`config.mk`:
```
export PLATFORM = sky130hd
export DESIGN_NAME = pirqvm_top
export DESIGN_NICKNAME = d
export VERILOG_FILES = /design/src/design/pirqvm_pkg.sv /design/src/design/pirqvm_top.sv /design/src/design/pirqvm_vec_lookup.sv
export VERILOG_INCLUDE_DIRS = /design/src /design/src/design
export SDC_FILE = /design/constraint.sdc
export NUM_CORES = 1
export LEC_CHECK = 0
export BUFFER_PORTS_ARGS = -buffer_cell sky130_fd_sc_hd__buf_2
export CELL_PAD_IN_SITES_DETAIL_PLACEMENT = 1
export CELL_PAD_IN_SITES_GLOBAL_PLACEMENT = 2
export CORE_MARGIN = 4
export CORE_UTILIZATION = 23
export CTS_BUF_LIST = sky130_fd_sc_hd__clkbuf_8
export DETAILED_ROUTE_END_ITERATION = 10
export GPL_TIMING_DRIVEN = 0
export PLACE_DENSITY_LB_ADDON = 0.1
export SLEW_MARGIN = 20
export SYNTH_ARGS = -nofsm -noshare
export SYNTH_HDL_FRONTEND = slang
export SYNTH_HIERARCHICAL = 1
export SYNTH_SLANG_ARGS = --single-unit
export TNS_END_PERCENT = 50
```
`constraint.sdc`:
```
create_clock -name clk_sys_i -period 1 [get_ports clk_sys_i]
set_clock_uncertainty 0.2 [all_clocks]
set_input_delay 0.05 -clock clk_sys_i [delete_from_list [all_inputs] [get_ports clk_sys_i]]
set_output_delay 0.05 -clock clk_sys_i [all_outputs]
set_load 0.03 [all_outputs]
```
`src/design/pirqvm_consts.svh`:
```
// Constants for the peripheral interrupt vector map
// Contract
// - Vector offsets 0x00 to 0x3C belong to core exceptions, never peripheral lines.
// - Thirty-two user lines; line n vector word sits at 0x40 plus 4n.
// - Each used line is driven by exactly one peripheral interrupt output.
// - Reset, NMI, hard fault fixed at -3, -2, -1 in words 4, 8, 12.
// - Supervisor call, pendable service, system tick settable at 3, 5, 6.
// - GPIO 0, flash 1, UART 4, SPI 5, watchdog 7, ADC 13, I2C 14/15.
// - Lines 17-20 timer A/B requests, 21 RTC, 22 key accelerator, 23 DMA.
// - Line 6 carries the radio controller, critical class, vector 0x58.
`ifndef PIRQVM_CONSTS_SVH
`define PIRQVM_CONSTS_SVH

`define PIRQVM_NUM_LINES 32
`define PIRQVM_USER_FIRST_IDX 6'h10
`define PIRQVM_IDX_LIMIT 6'h30
`define PIRQVM_CORE_LAST_ADDR 8'h3c
`define PIRQVM_USER_BASE_ADDR 8'h40
`define PIRQVM_USER_LAST_ADDR 8'hbc
`define PIRQVM_RADIO_ADDR 8'h58
`define PIRQVM_RSVD_MASK 32'hff01_1f0c

`define PIRQVM_EXC_STACK 4'h0
`define PIRQVM_EXC_RESET 4'h1
`define PIRQVM_EXC_NMI 4'h2
`define PIRQVM_EXC_HARD_FAULT 4'h3
`define PIRQVM_EXC_SUPERVISOR_CALL 4'hb
`define PIRQVM_EXC_PENDSRV 4'he
`define PIRQVM_EXC_SYSTICK 4'hf

`define PIRQVM_PRIO_RESET 4'hd
`define PIRQVM_PRIO_NMI 4'he
`define PIRQVM_PRIO_HARD_FAULT 4'hf
`define PIRQVM_PRIO_SUPERVISOR_CALL 4'h3
`define PIRQVM_PRIO_PENDSRV 4'h5
`define PIRQVM_PRIO_SYSTICK 4'h6
`define PIRQVM_PRIO_USER_INIT 4'h0

`define PIRQVM_LN_GPIO 0
`define PIRQVM_LN_FLASH 1
`define PIRQVM_LN_UART 4
`define PIRQVM_LN_SPI 5
`define PIRQVM_LN_RADIO 6
`define PIRQVM_LN_WDOG 7
`define PIRQVM_LN_ADC 13
`define PIRQVM_LN_I2C2 14
`define PIRQVM_LN_I2C1 15
`define PIRQVM_LN_TIMER_ONE_A 17
`define PIRQVM_LN_TIMER_ONE_B 18
`define PIRQVM_LN_TIMER_TWO_A 19
`define PIRQVM_LN_TIMER_TWO_B 20
`define PIRQVM_LN_RTC 21
`define PIRQVM_LN_PKACC 22
`define PIRQVM_LN_DMA 23
`define PIRQVM_LN_RADIO_5 5'h06

`endif

```
`src/design/pirqvm_pkg.sv`:
```
// Types and helpers for the peripheral interrupt vector map
package pirqvm_pkg;
    typedef logic [5:0] pirqvm_idx_type;
    typedef logic [7:0] pirqvm_addr_type;
    typedef logic signed [3:0] pirqvm_prio_type;
    typedef enum logic [1:0] {
        PIRQVM_CLS_NONE = 2'h0,
        PIRQVM_CLS_FIXED = 2'h1,
        PIRQVM_CLS_SETTABLE = 2'h2,
        PIRQVM_CLS_CRITICAL = 2'h3
    } pirqvm_class_type;

    // Vector word offset of an exception position
    function automatic pirqvm_addr_type pirqvm_vec_addr(input pirqvm_idx_type idx);
        pirqvm_vec_addr = {idx, 2'h0};
    endfunction

    // User line number of a position at or above the user base
    function automatic logic [4:0] pirqvm_user_line(input pirqvm_idx_type idx);
        pirqvm_idx_type diff;
        diff = idx - 6'h10;
        pirqvm_user_line = diff[4:0];
    endfunction
endpackage

```
`src/design/pirqvm_top.sv`:
```
// Peripheral interrupt routing onto user lines and vector table lookup
`include "pirqvm_consts.svh"
module pirqvm_top
    import pirqvm_pkg::*;
(
    input wire logic clk_sys_i, // System clock, 10 MHz
    input wire logic srst_i, // Synchronous reset, active high
    input wire logic gpio_irq_i, // GPIO request
    input wire logic flash_irq_i, // Flash controller request
    input wire logic uart_irq_i, // UART request
    input wire logic spi_irq_i, // SPI request
    input wire logic radio_irq_i, // Radio link controller request
    input wire logic wdog_irq_i, // Watchdog request
    input wire logic adc_irq_i, // ADC request
    input wire logic i2c2_irq_i, // Second I2C request
    input wire logic i2c1_irq_i, // First I2C request
    input wire logic multifunction_timer_one_a_irq_i, // multifunction_timer_one A request
    input wire logic multifunction_timer_one_b_irq_i, // multifunction_timer_one B request
    input wire logic multifunction_timer_two_a_irq_i, // multifunction_timer_two A request
    input wire logic multifunction_timer_two_b_irq_i, // multifunction_timer_two B request
    input wire logic rtc_irq_i, // Real-time clock request
    input wire logic pkacc_irq_i, // public_key_accelerator request
    input wire logic dma_irq_i, // DMA controller request
    input wire logic vec_req_i, // Lookup strobe
    input wire pirqvm_idx_type vec_idx_i, // Vector position to look up
    output logic [31:0] user_irq_o, // Lines to nested_vector_irq_ctrl
    output logic crit_irq_o, // Critical radio line active
    output logic vec_valid_o, // Lookup answer valid
    output pirqvm_addr_type vec_addr_o, // Vector word offset
    output pirqvm_prio_type vec_prio_o, // Default priority
    output pirqvm_class_type vec_cls_o, // Priority class
    output logic vec_rsvd_o // Position reserved
);
    logic [31:0] irq_r;
    logic [31:0] irq_nxt;
    logic crit_r;
    logic crit_nxt;
    logic valid_r;
    logic valid_nxt;
    pirqvm_addr_type addr_r;
    pirqvm_addr_type addr_nxt;
    pirqvm_prio_type prio_r;
    pirqvm_prio_type prio_nxt;
    pirqvm_class_type cls_r;
    pirqvm_class_type cls_nxt;
    logic rsvd_r;
    logic rsvd_nxt;

    pirqvm_addr_type lk_addr;
    pirqvm_prio_type lk_prio;
    pirqvm_class_type lk_cls;
    logic lk_rsvd;

    pirqvm_vec_lookup u_lookup (
        .idx_i(vec_idx_i),
        .addr_o(lk_addr),
        .prio_o(lk_prio),
        .cls_o(lk_cls),
        .rsvd_o(lk_rsvd)
    );

    // Line routing
    always_comb begin
        irq_nxt = '0;
        irq_nxt[`PIRQVM_LN_GPIO] = gpio_irq_i;
        irq_nxt[`PIRQVM_LN_FLASH] = flash_irq_i;
        irq_nxt[`PIRQVM_LN_UART] = uart_irq_i;
        irq_nxt[`PIRQVM_LN_SPI] = spi_irq_i;
        irq_nxt[`PIRQVM_LN_WDOG] = wdog_irq_i;
        irq_nxt[`PIRQVM_LN_ADC] = adc_irq_i;
        irq_nxt[`PIRQVM_LN_I2C2] = i2c2_irq_i;
        irq_nxt[`PIRQVM_LN_I2C1] = i2c1_irq_i;
        irq_nxt[`PIRQVM_LN_RADIO] = radio_irq_i;
        irq_nxt[`PIRQVM_LN_TIMER_ONE_A] = multifunction_timer_one_a_irq_i;
        irq_nxt[`PIRQVM_LN_TIMER_ONE_B] = multifunction_timer_one_b_irq_i;
        irq_nxt[`PIRQVM_LN_TIMER_TWO_A] = multifunction_timer_two_a_irq_i;
        irq_nxt[`PIRQVM_LN_TIMER_TWO_B] = multifunction_timer_two_b_irq_i;
        irq_nxt[`PIRQVM_LN_RTC] = rtc_irq_i;
        irq_nxt[`PIRQVM_LN_PKACC] = pkacc_irq_i;
        irq_nxt[`PIRQVM_LN_DMA] = dma_irq_i;
        irq_nxt = irq_nxt & ~`PIRQVM_RSVD_MASK;
        crit_nxt = radio_irq_i;
        if (srst_i) begin
            irq_nxt = '0;
            crit_nxt = 1'b0;
        end
    end

    always_ff @(posedge clk_sys_i) begin
        irq_r <= irq_nxt;
        crit_r <= crit_nxt;
    end

    // Lookup answer, one cycle after the strobe
    always_comb begin
        valid_nxt = vec_req_i;
        addr_nxt = addr_r;
        prio_nxt = prio_r;
        cls_nxt = cls_r;
        rsvd_nxt = rsvd_r;
        if (vec_req_i) begin
            addr_nxt = lk_addr;
            prio_nxt = lk_prio;
            cls_nxt = lk_cls;
            rsvd_nxt = lk_rsvd;
        end
        if (srst_i) begin
            valid_nxt = 1'b0;
            addr_nxt = '0;
            prio_nxt = '0;
            cls_nxt = PIRQVM_CLS_NONE;
            rsvd_nxt = 1'b0;
        end
    end

    always_ff @(posedge clk_sys_i) begin
        valid_r <= valid_nxt;
        addr_r <= addr_nxt;
        prio_r <= prio_nxt;
        cls_r <= cls_nxt;
        rsvd_r <= rsvd_nxt;
    end

    assign user_irq_o = irq_r;
    assign crit_irq_o = crit_r;
    assign vec_valid_o = valid_r;
    assign vec_addr_o = addr_r;
    assign vec_prio_o = prio_r;
    assign vec_cls_o = cls_r;
    assign vec_rsvd_o = rsvd_r;
endmodule

```
`src/design/pirqvm_vec_lookup.sv`:
```
// Vector table lookup: position to offset, priority and class
`include "pirqvm_consts.svh"
module pirqvm_vec_lookup
    import pirqvm_pkg::*;
(
    input wire pirqvm_idx_type idx_i, // Vector position
    output pirqvm_addr_type addr_o, // Vector word offset
    output pirqvm_prio_type prio_o, // Default priority
    output pirqvm_class_type cls_o, // Priority class
    output logic rsvd_o // Position reserved or out of table
);
    logic [4:0] line;
    logic [31:0] rsvd_mask;

    assign line = pirqvm_user_line(idx_i);
    assign rsvd_mask = `PIRQVM_RSVD_MASK;

    always_comb begin
        addr_o = pirqvm_vec_addr(idx_i);
        prio_o = `PIRQVM_PRIO_USER_INIT;
        cls_o = PIRQVM_CLS_NONE;
        rsvd_o = 1'b0;
        if (idx_i < `PIRQVM_USER_FIRST_IDX) begin
            case (idx_i[3:0])
                `PIRQVM_EXC_STACK: begin
                    cls_o = PIRQVM_CLS_NONE;
                end
                `PIRQVM_EXC_RESET: begin
                    prio_o = `PIRQVM_PRIO_RESET;
                    cls_o = PIRQVM_CLS_FIXED;
                end
                `PIRQVM_EXC_NMI: begin
                    prio_o = `PIRQVM_PRIO_NMI;
                    cls_o = PIRQVM_CLS_FIXED;
                end
                `PIRQVM_EXC_HARD_FAULT: begin
                    prio_o = `PIRQVM_PRIO_HARD_FAULT;
                    cls_o = PIRQVM_CLS_FIXED;
                end
                `PIRQVM_EXC_SUPERVISOR_CALL: begin
                    prio_o = `PIRQVM_PRIO_SUPERVISOR_CALL;
                    cls_o = PIRQVM_CLS_SETTABLE;
                end
                `PIRQVM_EXC_PENDSRV: begin
                    prio_o = `PIRQVM_PRIO_PENDSRV;
                    cls_o = PIRQVM_CLS_SETTABLE;
                end
                `PIRQVM_EXC_SYSTICK: begin
                    prio_o = `PIRQVM_PRIO_SYSTICK;
                    cls_o = PIRQVM_CLS_SETTABLE;
                end
                default: begin
                    rsvd_o = 1'b1;
                end
            endcase
        end else if (idx_i < `PIRQVM_IDX_LIMIT) begin
            if (line == `PIRQVM_LN_RADIO_5) begin
                cls_o = PIRQVM_CLS_CRITICAL;
            end else begin
                cls_o = PIRQVM_CLS_SETTABLE;
            end
            rsvd_o = rsvd_mask[line];
        end else begin
            rsvd_o = 1'b1;
        end
    end
endmodule

```
==> results of run 1 <==
[cell families after synthesis]
| family | after synthesis |
|---|---|
| and+or+nand+nor | 47 |
| buffers and inverters | 37 |
| DFF | 32 |
| muxes | 15 |
| AOI/OAI and AO/OA | 14 |
| other | 2 |
[power by group through the flow]
| stage | sequential, uW | clock (uW) | combinational, uW |
|---|---|---|---|
| 2_1_floorplan | 1520 | 0 | 350 |
| 3_3_place_gp | 1390 | 0 | 639 |
| 3_5_place_dp | 1390 | 0 | 648 |
| 4_1_cts | 1390 | 1110 | 788 |
| 5_1_grt | 1400 | 1170 | 883 |
| 6_report | 1390 | 1050 | 822 |
[per-stage QoR]
stage                     setup WS (ns)  total power, uW  cell area (sq um)  std cells
after global placement           -0.261             2030               1880        292
final                           -0.0752             3270               2490        322
after CTS                       -0.0899             3290               2400        318
after floorplan                 -0.0550             1870               1520        163
after detailed placement         -0.296             2040               1880        292
after global routing             -0.113             3450               2490        322
[worst max-delay path: stages (launching register included)]
cell     delay [ns]
dfxtp_2        0.32
buf_6          0.11
buf_6          0.12
[sequential cells by signal, summed over array words and instances, names as in the netlist]
signal       flops
user_irq_o      16
vec_rsvd_o       1
vec_prio_o       4
vec_valid_o      1
vec_addr_o       8
vec_cls_o        2
[Yosys cell counts]
library cell	instances
mux2i_1	15
o221ai_2	1
and2_1	1
nand2_1	3
conb_1	2
or2_1	2
o21ai_1	2
nor3_1	1
nor2_1	19
nand4b_1	1
a21oi_1	5
buf_4	25
nor2b_1	17
a31oi_1	2
o211ai_1	1
inv_1	3
o21ai_0	2
nor4_4	1
dfxtp_1	32
nand2b_1	1
nor3b_2	1
buf_6	4
buf_2	4
a211oi_1	1
buf_12	1
[path summary, 6_finish.rpt]
kind                               from                          to
max reg2reg  vec_addr_o[0]$_SDFFE_PP0P_  vec_addr_o[0]$_SDFFE_PP0P_
min reg2reg  vec_addr_o[5]$_SDFFE_PP0P_  vec_addr_o[5]$_SDFFE_PP0P_
max            user_irq_o[6]$_SDFF_PP0_               user_irq_o[6]
min                           vec_req_i  vec_prio_o[3]$_SDFFE_PP0P_
[final cells by class]
type / instances / area [sq um] / area share, %
Sequential cell: 32 / 681 / 27.4
Inverter: 3 / 11.3 / 0.453
Multi-Input combinational cell: 94 / 599 / 24.1
Timing Repair Buffer: 77 / 714 / 28.7
Clock buffer: 7 / 96.3 / 3.87
Buffer: 34 / 292 / 11.7
Tap cell: 75 / 93.8 / 3.77
[what timing repair did]
action / 4_1_cts / 5_1_grt
endpoints found under the hold margin: 26 / 7
gates resized for setup: 85 / 26
cloned: 0 / 1
buffers inserted: 0 / 3
pin swaps: 0 / 3
setup endpoints to repair: 34 / 36
[per-layer routing]
| metal | track usage (%) | part of all wire [%] | vias up |
|---|---|---|---|
| met5 | 0 | 0 | - |
| met4 | 3.40 | 0.87 | 0 |
| met3 | 5.87 | 10 | 4 |
| met2 | 20.6 | 52 | 45 |
| met1 | 11.8 | 37 | 557 |
| li1 | - | - | 627 |
==> results.cfg, run 1 <==
[cts]
cts_buffer_depth = 2
clkLatencyLatePin_ns = 0.27
cts_hold_buf = 19
cts-buffers-inserted = 5
cts_htree_levels = 2
cts_tree = built
cts_num_sinks = 32
cts.clk_slew.worst_paths_ns = 0.06
cts_root_buf = clkbuf_8

[sta]
holdWs_ns = -0.107
finalCritPeriodShare_pct = 108
period_minus_slack_ns = 1.08
hold_viol = 7
finalSetupViolCount = 2
setup_ws_ns = -0.0752
fmax_mhz = 930
finalSetupTns_ns = -0.121
final_max_slew_viol_count = 0
rsz0062_at_grt = yes

[yosys]
netlist_area_sq_mm = 0.00143
synth_cells = 147
synth-compound-area-share_pct = 6.12
synth_simple_gate_area_share_pct = 18.3
synthMuxAreaShare_pct = 10.5
avgSynthCellArea_sq_um = 9.74
synth_top_family_by_area = buffers and inverters
synth_fa_ha_area_share_pct = 0
ys_top_cells_by_area = dfxtp_1, buf_4, mux2i_1
ys_ff_latch = 32
synth_top_area_share_pct = 44.8
yosysTopAreaCell = dfxtp_1
synth-xor-area-share_pct = 0
yosysUniqueCellTypes = 25
yosys_warnings = 6
synth_seq_area_share_pct = 44.8

[min_path]
hold_depth = 3
hp-class = in -> reg

[critical_path]
r2r_cells = 2
r2r_slack_ns = 0.17
crit_type = reg -> out
crit_arrival_ns = 0.83
end_kind = output pin
cp.required_ns = 0.75
start_kind = flip-flop
crit_fanout = 2

[final_layout]
num-fill-cells = 666
nets = 272
mostFrequentLayoutCells = buf_6, dfxtp_2, buf_4, buf_2
n_antenna_cell = 0
area_growth_pct = 73.8
final_common_cell = buf_6
drive_above_1_share_pct = 56.7
post-route-util_pct = 41.5

[grt]
grt_pass1_vias = 1383
grt_pass1_wl_microns = 6670
overflow = 0
antenna_found_initial = 0
track_usage_pct = 11.6
grt_max_degree = 11

[power_and_ir_drop]
leakagePower_uw = 0.00118
p_sw_share_pct = 27.5
power_density_mw_per_mm2 = 1310
p_comb_share_pct = 25.2
p_seq_share_pct = 42.6
vdd_drop_max_mv = 0.962
switching_power_uw = 898
clockPowerShare_pct = 32.2
internal_power_uw = 2370

[die]
pin_count = 74
die-area_sq_mm = 0.00755
coreArea_sq_mm = 0.00599
die_h_microns = 86.9
fp-row-count = 28
dieWidth_microns = 86.9
start_util_pct = 23.9

[placement]
dpl.hpwl_microns = 2920
finalWeightedCongestion = 0.685
port_buffers = 54

[run_status]
status = finished with violations
violations = hold timing, setup timing

[detailed_routing]
vias = 1233
wl_per_cell_microns = 12.8
initialDrtViolationCount = 32
firstDrtPassIters = 4
wirelength_microns = 4130
viasPerCell = 3.83
ant_nets = 0
drc = 0

[run]
maxCapViolCount = 0
No activity file was read; power rests on OpenSTA's default activity.
==> inputs of run 2 (changes only) <==
Settings changed: REMOVE_ABC_BUFFERS set to 1.
==> results.cfg, run 2 (synthesized netlist as in run 1, its figures left out) <==
[detailed_routing]
viasPerCell = 3.98
ant_nets = 0
wl_per_cell_microns = 12.6
initialDrtViolationCount = 9
wirelength_microns = 3650
firstDrtPassIters = 2
vias = 1153
drc = 0

[grt]
track_usage_pct = 10.3
grt_pass1_vias = 1234
antenna_found_initial = 0
overflow = 0
grt_pass1_wl_microns = 6000
grt_max_degree = 33

[sta]
period_minus_slack_ns = 1.01
final_max_slew_viol_count = 0
max_slew_margin_pct = 59.3
hold_viol = 5
holdWs_ns = -0.110
finalSetupViolCount = 3
rsz0062_at_grt = yes
fmax_mhz = 993
finalCritPeriodShare_pct = 101
worst_pin_slew_ns = 0.611
setup_ws_ns = -0.00696

[placement]
post_dp_cell_area_sq_mm = 0.00160
port_buffers = 57
finalWeightedCongestion = 0.732
dpl.hpwl_microns = 2410

[cts]
cts_hold_buf = 18
cts_num_sinks = 32
cts-buffers-inserted = 5
cts.clk_slew.worst_paths_ns = 0.07
cts_htree_levels = 2
cts_tree = built
cts_buffer_depth = 2
cts_root_buf = clkbuf_8
clkLatencyLatePin_ns = 0.28

[critical_path]
r2r_slack_ns = 0.06
crit_buf_inv = 1
r2r-end = vec_prio_o[2]$_SDFFE_PP0P_
crit_arrival_ns = 0.76
crit_fanout = 2
path_delay_family = flip-flops
critical-path-max-stage-delay_ns = 0.35
cpMaxStageDelayCell = dfxtp_2
path_cells = buf_6
cp.required_ns = 0.75
start_kind = flip-flop
r2r_cells = 3
crit_type = reg -> out
critical_path.reg2reg.startpoint = vec_prio_o[2]$_SDFFE_PP0P_
end_kind = output pin

[final_layout]
final_common_cell = buf_6
drive_above_1_share_pct = 49.3
n_antenna_cell = 0
area_growth_pct = 53.1
final_design_area_no_fill_sq_mm = 0.00219
mostFrequentLayoutCells = buf_6, dfxtp_2, buf_2, nor2_1, conb_1
largest_reg_flops = 16
num-fill-cells = 652
nets = 239

[run_status]
status = finished with violations
violations = hold timing, setup timing

[die]
start_util_pct = 23.9
coreArea_sq_mm = 0.00599
die-area_sq_mm = 0.00755
pin_count = 74
fp-row-count = 28
die_h_microns = 86.9
dieWidth_microns = 86.9

[min_path]
hold_depth = 3
hp-class = in -> reg
min_to = vec_addr_o[4]$_SDFFE_PP0P_
hold_start = vec_idx_i[2]

[run]
maxCapViolCount = 0

[power_and_ir_drop]
leakagePower_uw = 0.00102
p_total_uw = 3260
vdd_drop_max_mv = 0.584
power_density_mw_per_mm2 = 1490
[run 2: how the worst max path moves through the flow]
stage                                     startpoint  cells past startpoint                         to  slack, ns
final                       user_irq_o[6]$_SDFF_PP0_                      1                 crit_irq_o     -0.007
after floorplan                         vec_idx_i[5]                      5  vec_cls_o[1]$_SDFFE_PP0P_      -0.04
after global placement                  vec_idx_i[5]                      6  vec_cls_o[1]$_SDFFE_PP0P_      -0.35
after global routing      vec_addr_o[2]$_SDFFE_PP0P_                      1              vec_addr_o[2]      -0.04
after CTS                 vec_addr_o[3]$_SDFFE_PP0P_                      1              vec_addr_o[3]      -0.03
after detailed placement                vec_idx_i[5]                      6  vec_cls_o[1]$_SDFFE_PP0P_      -0.37
[run 2: cell type report]
| cell class | count | area (sq um) | share of cell area (%) |
|---|---|---|---|
| Clock inverter | 3 | 38.8 | 1.77 |
| Timing Repair Buffer | 78 | 718 | 32.8 |
| Inverter | 3 | 11.3 | 0.514 |
| Multi-Input combinational cell | 94 | 581 | 26.5 |
| Tap cell | 75 | 93.8 | 4.28 |
| Clock buffer | 5 | 68.8 | 3.14 |
| Sequential cell | 32 | 681 | 31.1 |
[run 2: where the power goes]
group | switching [uW] | internal [uW]
Sequential | 37.8 | 1350
Clock | 458 | 729
Combinational | 392 | 292
Total | 888 | 2370
[run 2: layer usage]
layer	vias to the layer above	share of wire [%]	track usage (%)	wire length (microns)
li1	560	-	-	-
met1	534	39	10.8	1410
met2	53	49	17.7	1790
met3	6	11	5.39	401
met4	0	1.3	3.40	46
met5	-	0	0	0
[run 2: stage by stage]
stage                     cells  setup slack, ns  util (%)  hold slack [ns]  setup TNS, ns
after detailed placement    261           -0.371      26.7           0.0653          -2.93
after global placement      261           -0.353      26.7           0.0575          -2.48
final                       290         -0.00696      36.6           -0.110        -0.0155
after CTS                   289          -0.0295      35.7          -0.0670         -0.198
after global routing        290          -0.0437      36.6          -0.0778         -0.592
after floorplan             129          -0.0444         -          -0.0784        -0.0508
[run 2: repair_timing]
item,4_1_cts,5_1_grt
hold endpoints to repair,22,4
pin swaps,0,2
buffers inserted,2,1
setup endpoints to repair,36,40
resized for setup,91,22
gates cloned,0,0
